<file path="config.mk">
export PLATFORM = sky130hd
export DESIGN_NAME = mdr_dma_top
export DESIGN_NICKNAME = d
export VERILOG_FILES = /design/src/logic/mdr_pkg.sv /design/src/logic/mdr_dma_top.sv
export SDC_FILE = /design/constraint.sdc
export NUM_CORES = 2
export LEC_CHECK = 0
export ABC_AREA = 1
export BUFFER_PORTS_ARGS = -buffer_cell sky130_fd_sc_hd__buf_2
export CAP_MARGIN = 10
export CORE_ASPECT_RATIO = 0.6
export CORE_MARGIN = 3
export CORE_UTILIZATION = 45
export DETAILED_ROUTE_END_ITERATION = 6
export SLEW_MARGIN = 40
export SYNTH_ARGS = -nofsm -noshare
export SYNTH_HDL_FRONTEND = slang
export SYNTH_SLANG_ARGS = --single-unit
</file>
<file path="constraint.sdc">
create_clock -name core_clk_i -period 4.8 [get_ports core_clk_i]
set_input_delay 0.48 -clock core_clk_i [delete_from_list [all_inputs] [get_ports core_clk_i]]
set_output_delay 0.48 -clock core_clk_i [all_outputs]
set_load 0.005 [all_outputs]
</file>
<file path="src/logic/mdr_pkg.sv">
// Shared constants of the multichannel request-driven DMA engine.
// Assumes a 32-bit system bus with byte addresses and 32 channels.
package mdr_pkg;

  // ****************************************
  // Channels and register map
  // ****************************************
  localparam int CH_NUM = 32;
  localparam int CH_W = 5;
  localparam int AV_ADDR_W = 6;
  localparam logic [5:0] REG_TABLE_BASE = 6'h00;
  localparam logic [5:0] REG_ENABLE_SET = 6'h04;
  localparam logic [5:0] REG_ENABLE_CLEAR = 6'h08;
  localparam logic [5:0] REG_BURST_SET = 6'h0C;
  localparam logic [5:0] REG_BURST_CLEAR = 6'h10;
  localparam logic [5:0] REG_PRIO_SET = 6'h14;
  localparam logic [5:0] REG_PRIO_CLEAR = 6'h18;
  localparam logic [5:0] REG_SW_REQUEST = 6'h1C;
  localparam logic [5:0] REG_ALT_STATUS = 6'h20;
  localparam logic [5:0] REG_ENGINE_STATUS = 6'h24;

  // ****************************************
  // Control table layout
  // ****************************************
  localparam int TBL_ALIGN_W = 10;
  localparam logic [3:0] STRUCT_LOW = 4'h0;
  localparam logic [3:0] SRC_END_OFS = 4'h0;
  localparam logic [3:0] DST_END_OFS = 4'h4;
  localparam logic [3:0] CTL_WORD_OFS = 4'h8;

  // ****************************************
  // Control word fields
  // ****************************************
  localparam int MODE_LSB = 0;
  localparam int MODE_W = 3;
  localparam int ONLY_BURST_BIT = 3;
  localparam int CNT_LSB = 4;
  localparam int CNT_W = 11;
  localparam int ARB_LSB = 15;
  localparam int ARB_W = 4;
  localparam int SSIZE_LSB = 24;
  localparam int SINC_LSB = 26;
  localparam int DSIZE_LSB = 28;
  localparam int DINC_LSB = 30;
  localparam logic [3:0] ARB_LOG_MAX = 4'hA;
  localparam logic [1:0] SIZE_BYTE = 2'h0;
  localparam logic [1:0] SIZE_HALF = 2'h1;
  localparam logic [1:0] INC_NONE = 2'h3;
  localparam logic [3:0] BE_BYTE = 4'h1;
  localparam logic [3:0] BE_HALF = 4'h3;
  localparam logic [3:0] BE_WORD = 4'hF;

  typedef enum logic [2:0] {
    MODE_STOP = 3'h0,
    MODE_BASIC = 3'h1,
    MODE_AUTO = 3'h2,
    MODE_PINGPONG = 3'h3
  } mdr_mode_type;

  typedef enum logic [2:0] {
    ST_IDLE = 3'h0,
    ST_SRC = 3'h1,
    ST_DST = 3'h2,
    ST_CTL = 3'h3,
    ST_PLAN = 3'h4,
    ST_RDATA = 3'h5,
    ST_WDATA = 3'h6,
    ST_WCTL = 3'h7
  } mdr_state_type;

endpackage

</file>
<file path="src/logic/mdr_dma_top.sv">
// 32-channel DMA engine: request capture, arbitration, control table
// walk and item moves for stop, basic, auto and ping-pong modes.
// Assumes an Avalon-MM master for registers and an Avalon-style slave
// memory on the same clock; peripheral requests are asynchronous levels.
//
// Operation
// Burst request wins over a single request when both are asserted.
// A lone single request moves one item, then the channel waits.
// A burst moves the lesser of arbitration size and items remaining.
// Burst-only channels ignore single requests entirely.
// Software aligns the control table to a 1024-byte boundary.
// Primary structure at base plus 16 per channel; alternates from 0x200.
// Structure words: source end, destination end, control word, unused.
// End pointers are inclusive; current address is derived from them.
// Count and mode are written back; completion leaves zero and stop.
// End pointer words are never written by the engine.
// Software rewrites the control word before each new transfer.
// Enable-set starts a channel; enable-clear disables it.
// A finished transfer clears the channel enable; ping-pong keeps it set.
// Stop mode moves nothing and clears the enable.
// Basic mode continues only while items remain and request holds.
// Auto mode runs to the last item once a request is taken.
// Ping-pong switches to the other structure after each completion.
// Each ping-pong switch raises the channel completion pulse.
// Control word carries sizes, increments, arbitration, count, flag, mode.
// Alternate halves and the unused word are only touched when needed.
// Serial port raises burst at four entries, single on fifo space.
// Channel 0 highest; high-priority channels rank above the rest.
// Arbitration size 1 to 1024 items, re-arbitrating afterwards.
// Each channel has its own completion output.
// Mode encoding: 0 stop, 1 basic, 2 auto, 3 ping-pong.
//
// Decided for this implementation: the register offsets and register access over Avalon-MM.
`timescale 1ns/1ps
module mdr_dma_top
(
  input wire logic core_clk_i,
  input wire logic rstn_i,
  input wire logic ce_i,
  input wire logic [5:0] av_address_i,
  input wire logic av_read_i,
  input wire logic av_write_i,
  input wire logic [31:0] av_writedata_i,
  input wire logic [3:0] av_byteenable_i,
  output logic [31:0] av_readdata_o,
  output logic av_waitrequest_o,
  input wire logic [31:0] single_req_i,
  input wire logic [31:0] burst_req_i,
  output logic [31:0] mem_address_o,
  output logic mem_read_o,
  output logic mem_write_o,
  output logic [31:0] mem_writedata_o,
  output logic [3:0] mem_byteenable_o,
  input wire logic [31:0] mem_readdata_i,
  input wire logic mem_waitrequest_i,
  output logic [31:0] done_o,
  output logic busy_o
);

  // ****************************************
  // State
  // ****************************************
  mdr_pkg::mdr_state_type state_reg, state_next;
  logic [4:0] ch_reg, ch_next;
  logic burst_reg, burst_next;
  logic [10:0] rem_reg, rem_next;
  logic [10:0] left_reg, left_next;
  logic [31:0] src_end_reg, dst_end_reg, ctl_reg, data_reg;
  logic [21:0] tbl_base_reg;
  logic [31:0] enable_reg, useburst_reg, prio_reg, swreq_reg;
  logic [31:0] auto_reg, alt_reg, done_reg;
  logic [31:0] sreq1_reg, sreq2_reg, breq1_reg, breq2_reg;
  logic [31:0] mem_addr_reg, mem_wdata_reg, av_rdata_reg;
  logic [3:0] mem_be_reg;
  logic mem_read_reg, mem_write_reg, wait_reg, busy_reg;
  logic hw_clr_f, tgl_f, auto_set_f, auto_clr_f, take_f, done_f;

  // ****************************************
  // Register bus decode
  // ****************************************
  wire [31:0] wmask = {{8{av_byteenable_i[3]}}, {8{av_byteenable_i[2]}},
                       {8{av_byteenable_i[1]}}, {8{av_byteenable_i[0]}}};
  wire [31:0] wd = av_writedata_i & wmask;
  // The write lands on the edge where the master sees waitrequest low
  wire wr_fire = av_write_i & ~wait_reg;
  wire wr_base = wr_fire & (av_address_i == mdr_pkg::REG_TABLE_BASE);
  wire [31:0] en_set = (wr_fire & (av_address_i == mdr_pkg::REG_ENABLE_SET))
                       ? wd : 32'h0000_0000;
  wire [31:0] en_clr =
    (wr_fire & (av_address_i == mdr_pkg::REG_ENABLE_CLEAR)) ? wd : 32'h0;
  wire [31:0] ub_set = (wr_fire & (av_address_i == mdr_pkg::REG_BURST_SET))
                       ? wd : 32'h0000_0000;
  wire [31:0] ub_clr = (wr_fire & (av_address_i == mdr_pkg::REG_BURST_CLEAR))
                       ? wd : 32'h0000_0000;
  wire [31:0] pr_set = (wr_fire & (av_address_i == mdr_pkg::REG_PRIO_SET))
                       ? wd : 32'h0000_0000;
  wire [31:0] pr_clr = (wr_fire & (av_address_i == mdr_pkg::REG_PRIO_CLEAR))
                       ? wd : 32'h0000_0000;
  wire [31:0] sw_trig = (wr_fire & (av_address_i == mdr_pkg::REG_SW_REQUEST))
                        ? wd : 32'h0000_0000;
  wire [31:0] status_word = {19'h0, ch_reg, 7'h0, busy_reg};
  wire [31:0] rd_mux =
    (av_address_i == mdr_pkg::REG_TABLE_BASE) ?
      {tbl_base_reg, 10'h000} :
    ((av_address_i == mdr_pkg::REG_ENABLE_SET) |
     (av_address_i == mdr_pkg::REG_ENABLE_CLEAR)) ? enable_reg :
    ((av_address_i == mdr_pkg::REG_BURST_SET) |
     (av_address_i == mdr_pkg::REG_BURST_CLEAR)) ? useburst_reg :
    ((av_address_i == mdr_pkg::REG_PRIO_SET) |
     (av_address_i == mdr_pkg::REG_PRIO_CLEAR)) ? prio_reg :
    (av_address_i == mdr_pkg::REG_SW_REQUEST) ? swreq_reg :
    (av_address_i == mdr_pkg::REG_ALT_STATUS) ? alt_reg :
    (av_address_i == mdr_pkg::REG_ENGINE_STATUS) ? status_word :
    32'h0000_0000;

  // ****************************************
  // Requests and arbitration
  // ****************************************
  wire [31:0] ch_onehot = 32'h0000_0001 << ch_reg;
  wire [31:0] single_ok = sreq2_reg & ~useburst_reg;
  wire [31:0] pend = enable_reg &
                     (auto_reg | swreq_reg | breq2_reg | single_ok);
  wire [31:0] hi_pend = pend & prio_reg;
  wire [31:0] tier = (|hi_pend) ? hi_pend : pend;
  wire any_pend = |pend;
  logic [4:0] win_idx;

  // Lowest channel number of the chosen tier wins
  always_comb
  begin
    win_idx = 5'h00;
    for (int i = mdr_pkg::CH_NUM - 1; i >= 0; i--)
    begin
      if (tier[i])
      begin
        win_idx = 5'(i);
      end
    end
  end

  wire [31:0] win_onehot = 32'h0000_0001 << win_idx;

  // ****************************************
  // Control word decode and addresses
  // ****************************************
  wire [2:0] mode = ctl_reg[mdr_pkg::MODE_LSB +: mdr_pkg::MODE_W];
  wire ctl_only_burst = ctl_reg[mdr_pkg::ONLY_BURST_BIT];
  wire [10:0] cnt = ctl_reg[mdr_pkg::CNT_LSB +: mdr_pkg::CNT_W];
  wire [3:0] arb_raw = ctl_reg[mdr_pkg::ARB_LSB +: mdr_pkg::ARB_W];
  wire [1:0] s_size = ctl_reg[mdr_pkg::SSIZE_LSB +: 2];
  wire [1:0] s_inc = ctl_reg[mdr_pkg::SINC_LSB +: 2];
  wire [1:0] d_size = ctl_reg[mdr_pkg::DSIZE_LSB +: 2];
  wire [1:0] d_inc = ctl_reg[mdr_pkg::DINC_LSB +: 2];
  wire mode_auto = (mode == mdr_pkg::MODE_AUTO);
  wire mode_pp = (mode == mdr_pkg::MODE_PINGPONG);
  wire mode_basic = (mode == mdr_pkg::MODE_BASIC);
  // Encodings above ping-pong are not supported and act as stop
  wire mode_runs = mode_basic | mode_auto | mode_pp;
  wire [3:0] arb_log = (arb_raw > mdr_pkg::ARB_LOG_MAX) ?
                       mdr_pkg::ARB_LOG_MAX : arb_raw;
  wire [10:0] arb_size = 11'h001 << arb_log;
  wire [10:0] burst_len = (arb_size < cnt) ? arb_size : cnt;

  // Current address = end minus the items still to go after this one
  wire [10:0] rem_m1 = rem_reg - 11'h001;
  wire [12:0] s_ofs = {2'h0, rem_m1} << s_inc;
  wire [12:0] d_ofs = {2'h0, rem_m1} << d_inc;
  wire [31:0] src_addr = (s_inc == mdr_pkg::INC_NONE) ? src_end_reg :
                         src_end_reg - {19'h0, s_ofs};
  wire [31:0] dst_addr = (d_inc == mdr_pkg::INC_NONE) ? dst_end_reg :
                         dst_end_reg - {19'h0, d_ofs};
  wire alt_cur = |(alt_reg & ch_onehot);
  wire [31:0] struct_base = {tbl_base_reg, alt_cur, ch_reg,
                             mdr_pkg::STRUCT_LOW};
  wire [3:0] s_be = (s_size == mdr_pkg::SIZE_BYTE) ?
                    (mdr_pkg::BE_BYTE << src_addr[1:0]) :
                    (s_size == mdr_pkg::SIZE_HALF) ?
                    (mdr_pkg::BE_HALF << src_addr[1:0]) : mdr_pkg::BE_WORD;
  wire [3:0] d_be = (d_size == mdr_pkg::SIZE_BYTE) ?
                    (mdr_pkg::BE_BYTE << dst_addr[1:0]) :
                    (d_size == mdr_pkg::SIZE_HALF) ?
                    (mdr_pkg::BE_HALF << dst_addr[1:0]) : mdr_pkg::BE_WORD;
  wire [31:0] lane_data = (data_reg >> {src_addr[1:0], 3'h0})
                          << {dst_addr[1:0], 3'h0};
  wire [2:0] mode_wb = (rem_reg == 11'h000) ? mdr_pkg::MODE_STOP : mode;
  wire [31:0] ctl_wb = {ctl_reg[31:15], rem_reg, ctl_only_burst,
                        mode_wb};

  // ****************************************
  // Memory master
  // ****************************************
  wire mem_act = mem_read_reg | mem_write_reg;
  wire acc_done = mem_act & ~mem_waitrequest_i;
  wire st_rd = (state_reg == mdr_pkg::ST_SRC) |
               (state_reg == mdr_pkg::ST_DST) |
               (state_reg == mdr_pkg::ST_CTL) |
               (state_reg == mdr_pkg::ST_RDATA);
  wire st_wr = (state_reg == mdr_pkg::ST_WDATA) |
               (state_reg == mdr_pkg::ST_WCTL);
  // Only the control word is ever written back in the table
  wire [31:0] addr_mux =
    (state_reg == mdr_pkg::ST_SRC) ? (struct_base |
      {28'h0, mdr_pkg::SRC_END_OFS}) :
    (state_reg == mdr_pkg::ST_DST) ? (struct_base |
      {28'h0, mdr_pkg::DST_END_OFS}) :
    (state_reg == mdr_pkg::ST_RDATA) ? src_addr :
    (state_reg == mdr_pkg::ST_WDATA) ? dst_addr :
    (struct_base | {28'h0, mdr_pkg::CTL_WORD_OFS});
  wire [31:0] wdata_mux = (state_reg == mdr_pkg::ST_WDATA) ? lane_data :
                          ctl_wb;
  wire [3:0] be_mux = (state_reg == mdr_pkg::ST_RDATA) ? s_be :
                      (state_reg == mdr_pkg::ST_WDATA) ? d_be :
                      mdr_pkg::BE_WORD;
  // A new access starts one cycle after the previous one completes
  wire mem_read_next = mem_act ? (mem_read_reg & ~acc_done) : st_rd;
  wire mem_write_next = mem_act ? (mem_write_reg & ~acc_done) : st_wr;
  wire keep_req = mem_act;

  // ****************************************
  // Transfer sequencer
  // ****************************************
  wire req_holds = burst_reg & |(breq2_reg & ch_onehot);
  wire auto_cur = |(auto_reg & ch_onehot);

  always_comb
  begin
    state_next = state_reg;
    ch_next = ch_reg;
    burst_next = burst_reg;
    rem_next = rem_reg;
    left_next = left_reg;
    hw_clr_f = 1'b0;
    tgl_f = 1'b0;
    auto_set_f = 1'b0;
    auto_clr_f = 1'b0;
    take_f = 1'b0;
    done_f = 1'b0;
    unique case (state_reg)
      mdr_pkg::ST_IDLE:
      begin
        if (any_pend)
        begin
          ch_next = win_idx;
          burst_next = |(breq2_reg & win_onehot);
          take_f = 1'b1;
          state_next = mdr_pkg::ST_SRC;
        end
      end
      mdr_pkg::ST_SRC:
      begin
        if (acc_done)
        begin
          state_next = mdr_pkg::ST_DST;
        end
      end
      mdr_pkg::ST_DST:
      begin
        if (acc_done)
        begin
          state_next = mdr_pkg::ST_CTL;
        end
      end
      mdr_pkg::ST_CTL:
      begin
        if (acc_done)
        begin
          state_next = mdr_pkg::ST_PLAN;
        end
      end
      mdr_pkg::ST_PLAN:
      begin
        if (!mode_runs)
        begin
          hw_clr_f = 1'b1;
          auto_clr_f = 1'b1;
          state_next = mdr_pkg::ST_IDLE;
        end
        else if (ctl_only_burst & ~burst_reg & ~auto_cur)
        begin
          state_next = mdr_pkg::ST_IDLE;
        end
        else if (cnt == 11'h000)
        begin
          rem_next = 11'h000;
          state_next = mdr_pkg::ST_WCTL;
        end
        else
        begin
          rem_next = cnt;
          left_next = (burst_reg | mode_auto) ? burst_len : 11'h001;
          auto_set_f = mode_auto;
          state_next = mdr_pkg::ST_RDATA;
        end
      end
      mdr_pkg::ST_RDATA:
      begin
        if (acc_done)
        begin
          state_next = mdr_pkg::ST_WDATA;
        end
      end
      mdr_pkg::ST_WDATA:
      begin
        if (acc_done)
        begin
          rem_next = rem_m1;
          left_next = left_reg - 11'h001;
          if ((rem_reg > 11'h001) & (left_reg > 11'h001) &
              (mode_auto | req_holds))
          begin
            state_next = mdr_pkg::ST_RDATA;
          end
          else
          begin
            state_next = mdr_pkg::ST_WCTL;
          end
        end
      end
      mdr_pkg::ST_WCTL:
      begin
        if (acc_done)
        begin
          if (rem_reg == 11'h000)
          begin
            done_f = 1'b1;
            tgl_f = mode_pp;
            hw_clr_f = ~mode_pp;
            auto_clr_f = 1'b1;
          end
          state_next = mdr_pkg::ST_IDLE;
        end
      end
    endcase
  end

  // ****************************************
  // Per-channel flag updates
  // ****************************************
  // Software set wins over a clear arriving in the same cycle
  wire [31:0] hw_clr = hw_clr_f ? ch_onehot : 32'h0000_0000;
  wire [31:0] enable_next = (enable_reg & ~hw_clr & ~en_clr) | en_set;
  wire [31:0] alt_next = (alt_reg ^ (tgl_f ? ch_onehot : 32'h0)) & ~en_set;
  wire [31:0] auto_next = ((auto_reg | (auto_set_f ? ch_onehot : 32'h0)) &
                           ~(auto_clr_f ? ch_onehot : 32'h0) & ~en_clr) |
                          32'h0000_0000;
  wire [31:0] swreq_next = (swreq_reg & ~(take_f ? win_onehot : 32'h0)) |
                           sw_trig;
  wire [31:0] done_next = done_f ? ch_onehot : 32'h0000_0000;

  always_ff @(posedge core_clk_i or negedge rstn_i)
  begin
    if (!rstn_i)
    begin
      sreq1_reg <= 32'h0000_0000;
      sreq2_reg <= 32'h0000_0000;
      breq1_reg <= 32'h0000_0000;
      breq2_reg <= 32'h0000_0000;
    end
    else if (ce_i)
    begin
      sreq1_reg <= single_req_i;
      sreq2_reg <= sreq1_reg;
      breq1_reg <= burst_req_i;
      breq2_reg <= breq1_reg;
    end
  end

  always_ff @(posedge core_clk_i or negedge rstn_i)
  begin
    if (!rstn_i)
    begin
      tbl_base_reg <= 22'h000000;
      enable_reg <= 32'h0000_0000;
      useburst_reg <= 32'h0000_0000;
      prio_reg <= 32'h0000_0000;
      swreq_reg <= 32'h0000_0000;
      auto_reg <= 32'h0000_0000;
      alt_reg <= 32'h0000_0000;
      done_reg <= 32'h0000_0000;
    end
    else if (ce_i)
    begin
      if (wr_base)
      begin
        // Low bits are dropped, so the table is always 1 KB aligned
        tbl_base_reg <= wd[31:mdr_pkg::TBL_ALIGN_W];
      end
      enable_reg <= enable_next;
      useburst_reg <= (useburst_reg & ~ub_clr) | ub_set;
      prio_reg <= (prio_reg & ~pr_clr) | pr_set;
      swreq_reg <= swreq_next;
      auto_reg <= auto_next;
      alt_reg <= alt_next;
      done_reg <= done_next;
    end
  end

  always_ff @(posedge core_clk_i or negedge rstn_i)
  begin
    if (!rstn_i)
    begin
      state_reg <= mdr_pkg::ST_IDLE;
      ch_reg <= 5'h00;
      burst_reg <= 1'b0;
      rem_reg <= 11'h000;
      left_reg <= 11'h000;
      busy_reg <= 1'b0;
    end
    else if (ce_i)
    begin
      state_reg <= state_next;
      ch_reg <= ch_next;
      burst_reg <= burst_next;
      rem_reg <= rem_next;
      left_reg <= left_next;
      busy_reg <= (state_next != mdr_pkg::ST_IDLE);
    end
  end

  always_ff @(posedge core_clk_i or negedge rstn_i)
  begin
    if (!rstn_i)
    begin
      src_end_reg <= 32'h0000_0000;
      dst_end_reg <= 32'h0000_0000;
      ctl_reg <= 32'h0000_0000;
      data_reg <= 32'h0000_0000;
    end
    else if (ce_i & acc_done)
    begin
      if (state_reg == mdr_pkg::ST_SRC)
      begin
        src_end_reg <= mem_readdata_i;
      end
      if (state_reg == mdr_pkg::ST_DST)
      begin
        dst_end_reg <= mem_readdata_i;
      end
      if (state_reg == mdr_pkg::ST_CTL)
      begin
        ctl_reg <= mem_readdata_i;
      end
      if (state_reg == mdr_pkg::ST_RDATA)
      begin
        data_reg <= mem_readdata_i;
      end
    end
  end

  always_ff @(posedge core_clk_i or negedge rstn_i)
  begin
    if (!rstn_i)
    begin
      mem_read_reg <= 1'b0;
      mem_write_reg <= 1'b0;
      mem_addr_reg <= 32'h0000_0000;
      mem_wdata_reg <= 32'h0000_0000;
      mem_be_reg <= 4'h0;
    end
    else if (ce_i)
    begin
      mem_read_reg <= mem_read_next;
      mem_write_reg <= mem_write_next;
      if (!keep_req)
      begin
        mem_addr_reg <= addr_mux;
        mem_wdata_reg <= wdata_mux;
        mem_be_reg <= be_mux;
      end
    end
  end

  always_ff @(posedge core_clk_i or negedge rstn_i)
  begin
    if (!rstn_i)
    begin
      wait_reg <= 1'b1;
      av_rdata_reg <= 32'h0000_0000;
    end
    else if (ce_i)
    begin
      // One wait cycle per access, then waitrequest drops for one cycle
      wait_reg <= ~((av_read_i | av_write_i) & wait_reg);
      if (av_read_i & wait_reg)
      begin
        av_rdata_reg <= rd_mux;
      end
    end
  end

  assign av_readdata_o = av_rdata_reg;
  assign av_waitrequest_o = wait_reg;
  assign mem_address_o = mem_addr_reg;
  assign mem_read_o = mem_read_reg;
  assign mem_write_o = mem_write_reg;
  assign mem_writedata_o = mem_wdata_reg;
  assign mem_byteenable_o = mem_be_reg;
  assign done_o = done_reg;
  assign busy_o = busy_reg;

endmodule // mdr_dma_top

</file>
# ---- After elaboration in Yosys (flattened, before gate mapping)
# Cells that the tools add are included.
dict set report op_classes {
  add_sub_neg 4
  n_mul 0
  n_div 0
  order_cmp 4
  eq_ne 27
  shift 11
  mux 111
  bitwise_logic 74
  reduce_logical 24
}
# op count
set ops {}
lappend ops {{32-bit 2-to-1 mux} 27}
lappend ops {{32-bit bitwise AND} 16}
lappend ops {{32-bit NOT} 8}
lappend ops {{32-bit bitwise OR} 8}
lappend ops {{32-bit OR reduction} 6}
lappend ops {{5-bit 2-to-1 mux} 32}
lappend ops {{11-bit 2-to-1 mux} 10}
lappend ops {{1-bit by 5-bit left shift with 32-bit output, first input constant} 2}
lappend ops {{32-bit by 13-bit subtractor with 32-bit output} 2}
lappend ops {{11-bit one-hot mux with 2 select lines} 2}
lappend ops {{32-bit by 5-bit left shift with 32-bit output} 1}
lappend ops {{32-bit by 5-bit right shift with 32-bit output} 1}
lappend ops {{32-bit XOR} 1}
lappend ops {{3-bit 2-to-1 mux} 10}
lappend ops {{4-bit 2-to-1 mux} 7}
lappend ops {{11-bit by 2-bit left shift with 13-bit output} 2}
lappend ops {{6-bit by 5-bit equality test with 1-bit output, second input constant} 4}
lappend ops {{3-bit one-hot mux with 8 select lines} 1}
lappend ops {{11-bit by 1-bit > comparator with 1-bit output, second input constant} 2}
lappend ops {{11-bit zero test} 2}
lappend ops {{11-bit by 1-bit subtractor with 11-bit output, second input constant} 2}
lappend ops {{1-bit bitwise AND} 20}
lappend ops {{1-bit 2-to-1 mux} 17}
lappend ops {{2-bit AND reduction} 7}
lappend ops {{other kinds (27)} 65}
dict set report word_totals {
  regBits 637
  latchBits 0
  mem_bits_rw 0
  mem_bits_ro 0
  inputBits 144
  out_inout_bits 136
  elab_cells 284
  mem_count 0
}

# ---- Longest topological paths before layout
dict set report depth {
  depth_word 44
  mapped_depth 50
  mapped_depth_nobuf 50
}

# ---- Worst setup path before layout
# No wires, ideal clock.
dict set report synth_timing {
  path_type {reg2reg}
  from {register rem_reg[0]}
  to {register mem_addr_reg[31], in the netlist mem_address_o[31]}
  setup_time_ps 118
  t_arrival_ps 4058
  required_ps 4682
  setup_slack_ps 623
  path_stages_with_launch 32
  path_buffers 1
  synth_period_minus_slack_ps 4177
  path_cell_list {dfrtp_1 -> clkbuf_1 -> inv_1 -> ha_1 -> xor2_1 -> nand2_1 -> o21ai_0 -> o21ai_0 -> ha_1 -> nand3b_1 -> and2_1 -> o21ai_0 -> inv_1 -> o21ai_0 -> and2_1 -> o21ai_0 -> nand2_1 -> nand2_1 -> inv_1 -> nand4_1 -> nand2_1 -> inv_1 -> nand3_1 -> inv_1 -> nand2_1 -> inv_1 -> nand3_1 -> inv_1 -> or2_2 -> nand3_1 -> a21oi_1 -> a21o_1}
}
dict set report synth_via {
  elab_chain_cells 8
  elab_cells_between_ends 11
  cone_classes {add/sub: 3; shift: 2; mux: 6}
}
# item line_no
set synth_lines {}
lappend synth_lines {{start: declaration} mdr_dma_top.sv:66} ;# logic [10:0] rem_reg, rem_next;
lappend synth_lines {{start signal: assignment} mdr_dma_top.sv:414} ;# rem_reg <= rem_next;
lappend synth_lines {{11-bit by 1-bit subtractor with 11-bit output (*)} mdr_dma_top.sv:165} ;# wire [10:0] rem_m1 = rem_reg - 11'h001;
lappend synth_lines {{11-bit by 2-bit left shift with 13-bit output} mdr_dma_top.sv:167} ;# wire [12:0] d_ofs = {2'h0, rem_m1} << d_inc;
lappend synth_lines {{32-bit by 13-bit subtractor with 32-bit output} mdr_dma_top.sv:171} ;# dst_end_reg - {19'h0, d_ofs};
lappend synth_lines {{32-bit 2-to-1 mux} mdr_dma_top.sv:170} ;# wire [31:0] dst_addr = (d_inc == mdr_pkg::INC_NONE) ? dst_end_reg :
lappend synth_lines {{32-bit 2-to-1 mux} mdr_dma_top.sv:207} ;# (state_reg == mdr_pkg::ST_WDATA) ? dst_addr :
lappend synth_lines {{32-bit 2-to-1 mux (*)} mdr_dma_top.sv:206} ;# (state_reg == mdr_pkg::ST_RDATA) ? src_addr :
lappend synth_lines {{32-bit 2-to-1 mux (*)} mdr_dma_top.sv:204} ;# (state_reg == mdr_pkg::ST_DST) ? (struct_base |
lappend synth_lines {{32-bit 2-to-1 mux (*)} mdr_dma_top.sv:202} ;# (state_reg == mdr_pkg::ST_SRC) ? (struct_base |
lappend synth_lines {{end signal: assignment} mdr_dma_top.sv:466} ;# mem_addr_reg <= addr_mux;
lappend synth_lines {{end: declaration} mdr_dma_top.sv:73} ;# logic [31:0] mem_addr_reg, mem_wdata_reg, av_rdata_reg;
# Mark *: on every way between the ends. The rest lies on a longest branch, timed or not.
# A chain may end at the register's enable or synchronous reset.

# ---- Worst setup path after layout
dict set report layout_timing {
  from {register auto_reg[2]}
  to {register swreq_reg[21]}
}
dict set report layout_via {
  elab_chain_cells 44
  elab_cells_between_ends 47
  cone_classes {shift: 1; mux: 36; bitwise: 8; reduce/logical: 2}
}
# item line_no
set layout_lines {}
lappend layout_lines {{start: declaration} mdr_dma_top.sv:71} ;# logic [31:0] auto_reg, alt_reg, done_reg;
lappend layout_lines {{start signal: assignment} mdr_dma_top.sv:392} ;# auto_reg <= auto_next;
lappend layout_lines {{32-bit bitwise OR (*) (3 in series)} mdr_dma_top.sv:122} ;# (auto_reg | swreq_reg | breq2_reg | single_ok);
lappend layout_lines {{32-bit bitwise AND (*)} mdr_dma_top.sv:121} ;# wire [31:0] pend = enable_reg &
lappend layout_lines {{32-bit bitwise AND} mdr_dma_top.sv:123} ;# wire [31:0] hi_pend = pend & prio_reg;
lappend layout_lines {{32-bit OR reduction} mdr_dma_top.sv:124} ;# wire [31:0] tier = (|hi_pend) ? hi_pend : pend;
lappend layout_lines {{32-bit 2-to-1 mux} mdr_dma_top.sv:124}
lappend layout_lines {{5-bit 2-to-1 mux (32 in series)} mdr_dma_top.sv:134} ;# if (tier[i])
lappend layout_lines {{1-bit by 5-bit left shift with 32-bit output} mdr_dma_top.sv:141} ;# wire [31:0] win_onehot = 32'h0000_0001 << win_idx;
lappend layout_lines {{32-bit 2-to-1 mux (*)} mdr_dma_top.sv:346} ;# wire [31:0] swreq_next = (swreq_reg & ~(take_f ? win_onehot : 32'h0)) |
lappend layout_lines {{32-bit NOT (*)} mdr_dma_top.sv:346}
lappend layout_lines {{32-bit bitwise AND (*)} mdr_dma_top.sv:346}
lappend layout_lines {{32-bit bitwise OR (*)} mdr_dma_top.sv:346}
lappend layout_lines {{end signal: assignment} mdr_dma_top.sv:391} ;# swreq_reg <= swreq_next;
lappend layout_lines {{end: declaration} mdr_dma_top.sv:70} ;# logic [31:0] enable_reg, useburst_reg, prio_reg, swreq_reg;
# Marks and branches as above.

==> results.toml <==
[outcome]
status = "finished clean"

[floorplanning]
die_h_um = 221
core_um2 = 75900
dieArea_um2 = 80600
die_w_um = 364
pin_count = 280
initial_core_util_pct = 45.7
row_count = 78

[routing]
dr.pass1.iters = 7
dr_total_vias = 35812
wl_per_cell_um = 26.1
drcViolationCount = 0
drt_wl_total_mm = 156
vias_per_cell = 5.99
first_iter_violations = 5207
antenna_left = 0

[pwr]
ir_drop_mv = 0.469
switchingPower_uw = 13100
p_leak_uw = 0.0197
pwr-share-clk_pct = 20.4
p_seq_share_pct = 28.6
combPwrFrac_pct = 51.0
p_per_area_nw_per_um2 = 676
sw_frac_of_total_pct = 47.4
internal-power_uw = 14600

[placed_design]
dpl_cell_area_um2 = 38200
gp_congestion = 1.07
hpwl_mm = 118
portBuffers = 279

[synth]
seq_area_frac_synth_pct = 45.9
ys_seq_elements = 637
synth.avg_cell_area_um2 = 7.52
ys_types = 54
synth-edff-count = 0
synthAdderAreaFrac_pct = 1.85
synthFlopType = "dfrtp_1"
synth_top_family_by_area = "simple AND/OR/NAND/NOR gates"
synth_compound_area_share_pct = 21.4
synthesis.area_um2 = 34700
synth-simple-area-share_pct = 21.8
synth_warnings = 0
yosysTopAreaCellShare_pct = 45.9
synthArstFlopShare_pct = 100
synthTopCellsByCount = "nand2_1 (1182), dfrtp_1 (636), o21ai_0 (613)"
synth_top_area_cell = "dfrtp_1"
synth_cells = 4613
yosys-mux-area-fraction_pct = 0.433
synth_nets = 4807
synthTopCellsByArea = "dfrtp_1 (46%), nand2_1 (13%), o21ai_0 (8.8%), inv_1 (4.9%), a21oi_1 (4.2%)"
synth.most_common_cell = "nand2_1"
synth_xor_xnor_area_share_pct = 0.833

[sta]
finalHoldViolCount = 0
finalCriticalPeriod_ns = 4.53
finalCritPeriodShare_pct = 94.5
tightest_slew_ns = 0.979
setup_viol = 0
fmax_ghz = 0.221
relSlewSlack_pct = 34.0
drv_slew = 0
skew_ns = 0.0258
whs_ns = 0.0215

[global_routing]
grt_max_degree = 161
track_usage_pct = 37.9
grt_pass1_vias = 31788
antenna_found_initial = 12
overflow = 0
grt_pass1_wl_mm = 225

[setup_path]
reg2reg_setup_slack_ns = 0.27
cpPeakStageDelay_ns = 0.41
cp.arrival_ns = 5.05
startpoint_type = "flop"
cp_slowest_cell = "dfrtp_1"
crit_type = "flop to flop"
crit_top_cell = "nand2_1"
critPathCaptureType = "flop"
crit_fanout = 3
crit_required_ns = 5.32

[hold_path]
hold_class = "primary input to flop"

[clocking]
cts_sinks = 637
htreeDepth = 2
cts.path.max_buffers = 3
tritoncts = "built"
cts_made_buffers = 61
clk_pin_slew_ns = 0.07
root_buffer = "clkbuf_16"
clk_latency_ns = 0.68

[run]
maxCapViolCount = 0

[layout]
area_growth_pct = 18.2
drive_gt1_share_pct = 14.7
stdcell_area_um2 = 41000
fill_cells = 7360
num-nets-final = 5122
-- placed cells by master (no fill, tap or decap), drive strengths merged, types with 3 or more instances in the layout --
| cell type | count |
|---|---|
| a31oi | 55 |
| nor2 | 364 |
| clkbuf | 80 |
| o21a | 28 |
| clkinv | 18 |
| mux2i | 15 |
| nand2 | 1187 |
| o21bai | 5 |
| o22ai | 117 |
| a2bb2oi | 5 |
| nor4 | 17 |
| o2111ai | 11 |
| xnor2 | 14 |
| nor3 | 50 |
| dfrtp | 636 |
| nand3b | 5 |
| xor2 | 19 |
| buf | 480 |
| ha | 48 |
| o31ai | 9 |
| a221oi | 35 |
| and2 | 5 |
| a22oi | 13 |
| a22o | 32 |
| clkinvlp | 8 |
| a21oi | 290 |
| inv | 463 |
| nand3 | 187 |
| diode | 3 |
| dlygate4sd3 | 12 |
| o21ai | 619 |
| a2111oi | 3 |
| bufinv | 13 |
| a21o | 3 |
| nand4 | 33 |
| or2 | 16 |
| o211ai | 66 |
-- power by group through the flow --
stage,Combinational (uW),Clock (uW),Sequential (uW)
after floorplan,8260,0,7390
after global placement,13200,0,7930
after detailed placement,13200,0,7920
after CTS,13300,5690,7840
after global routing,15400,5910,8050
final,14100,5660,7940
-- worst max-delay path, delay by kind of cell (launching register included) --
family / cells / cell delay, ns
simple gates: 41 / 3.31
compound gates: 1 / 0.05
flops: 1 / 0.41
buf+inv: 5 / 0.59
-- path summary, 6_finish.rpt --
path / start / to / cells past startpoint
max: auto_reg[2] / swreq_reg[21] / 47
min: burst_req_i[12] / breq1_reg[12] / 3
max reg2reg: auto_reg[2] / swreq_reg[21] / 47
min reg2reg: sreq1_reg[14] / sreq1_reg[14] / 2
max in group asynchronous: rstn_i / breq2_reg[21] / 4
min in group asynchronous: rstn_i / ctl_reg[6] / 2
-- layer usage --
| layer | track usage [%] | part of all wire, % | vias up |
|---|---|---|---|
| li1 | - | - | 16129 |
| met4 | 6.16 | 1.6 | 2 |
| met2 | 42.8 | 34 | 2210 |
| met5 | 0 | 0.0058 | - |
| met1 | 60.8 | 46 | 17287 |
| met3 | 20.9 | 18 | 184 |
-- logic make-up after synthesis --
| kind of cell | count (synthesis) |
|---|---|
| AO/OA/AOI/OAI | 1305 |
| multiplexers | 15 |
| XOR/XNOR | 33 |
| flip-flops | 637 |
| buffers and inverters | 707 |
| AND/OR/NAND/NOR | 1866 |
| adder cells (fa/ha/maj) | 50 |
-- repair_timing --
action / in CTS / in global routing
hold endpoints to repair: 93 / 0
resized for setup: 1 / 92
setup endpoints to repair: 1 / 49
pin swaps: 0 / 5
hold buffers: 12 / 0
cloned: 0 / 0
setup buffers: 0 / 5
-- per-stage QoR --
stage                     power (uW)  TNS [ns]  instances  util [%]  setup WS, ns
final                          27700         0       5983      54.0         0.265
after global routing           29400    -0.279       5981      54.0       -0.0502
after CTS                      26800         0       5974      53.5        0.0391
after detailed placement       21100         0       5847      50.3        0.0186
after global placement         21100         0       5847      50.3        0.0170
after floorplan                15700         0       4613         -         0.623
-- layout make-up --
cell class,count,area [um2],share of cell area [%]
flip-flops and latches,637,16000,38.9
well taps,1000,1250,3.05
diodes,3,7.51,0.0183
inverters,466,1770,4.31
repair buffers,493,3230,7.88
multi-input cells,3269,16500,40.2
clock inverters,36,542,1.32
clock buffers,79,1770,4.31
Power figures use the tool's default switching activity.
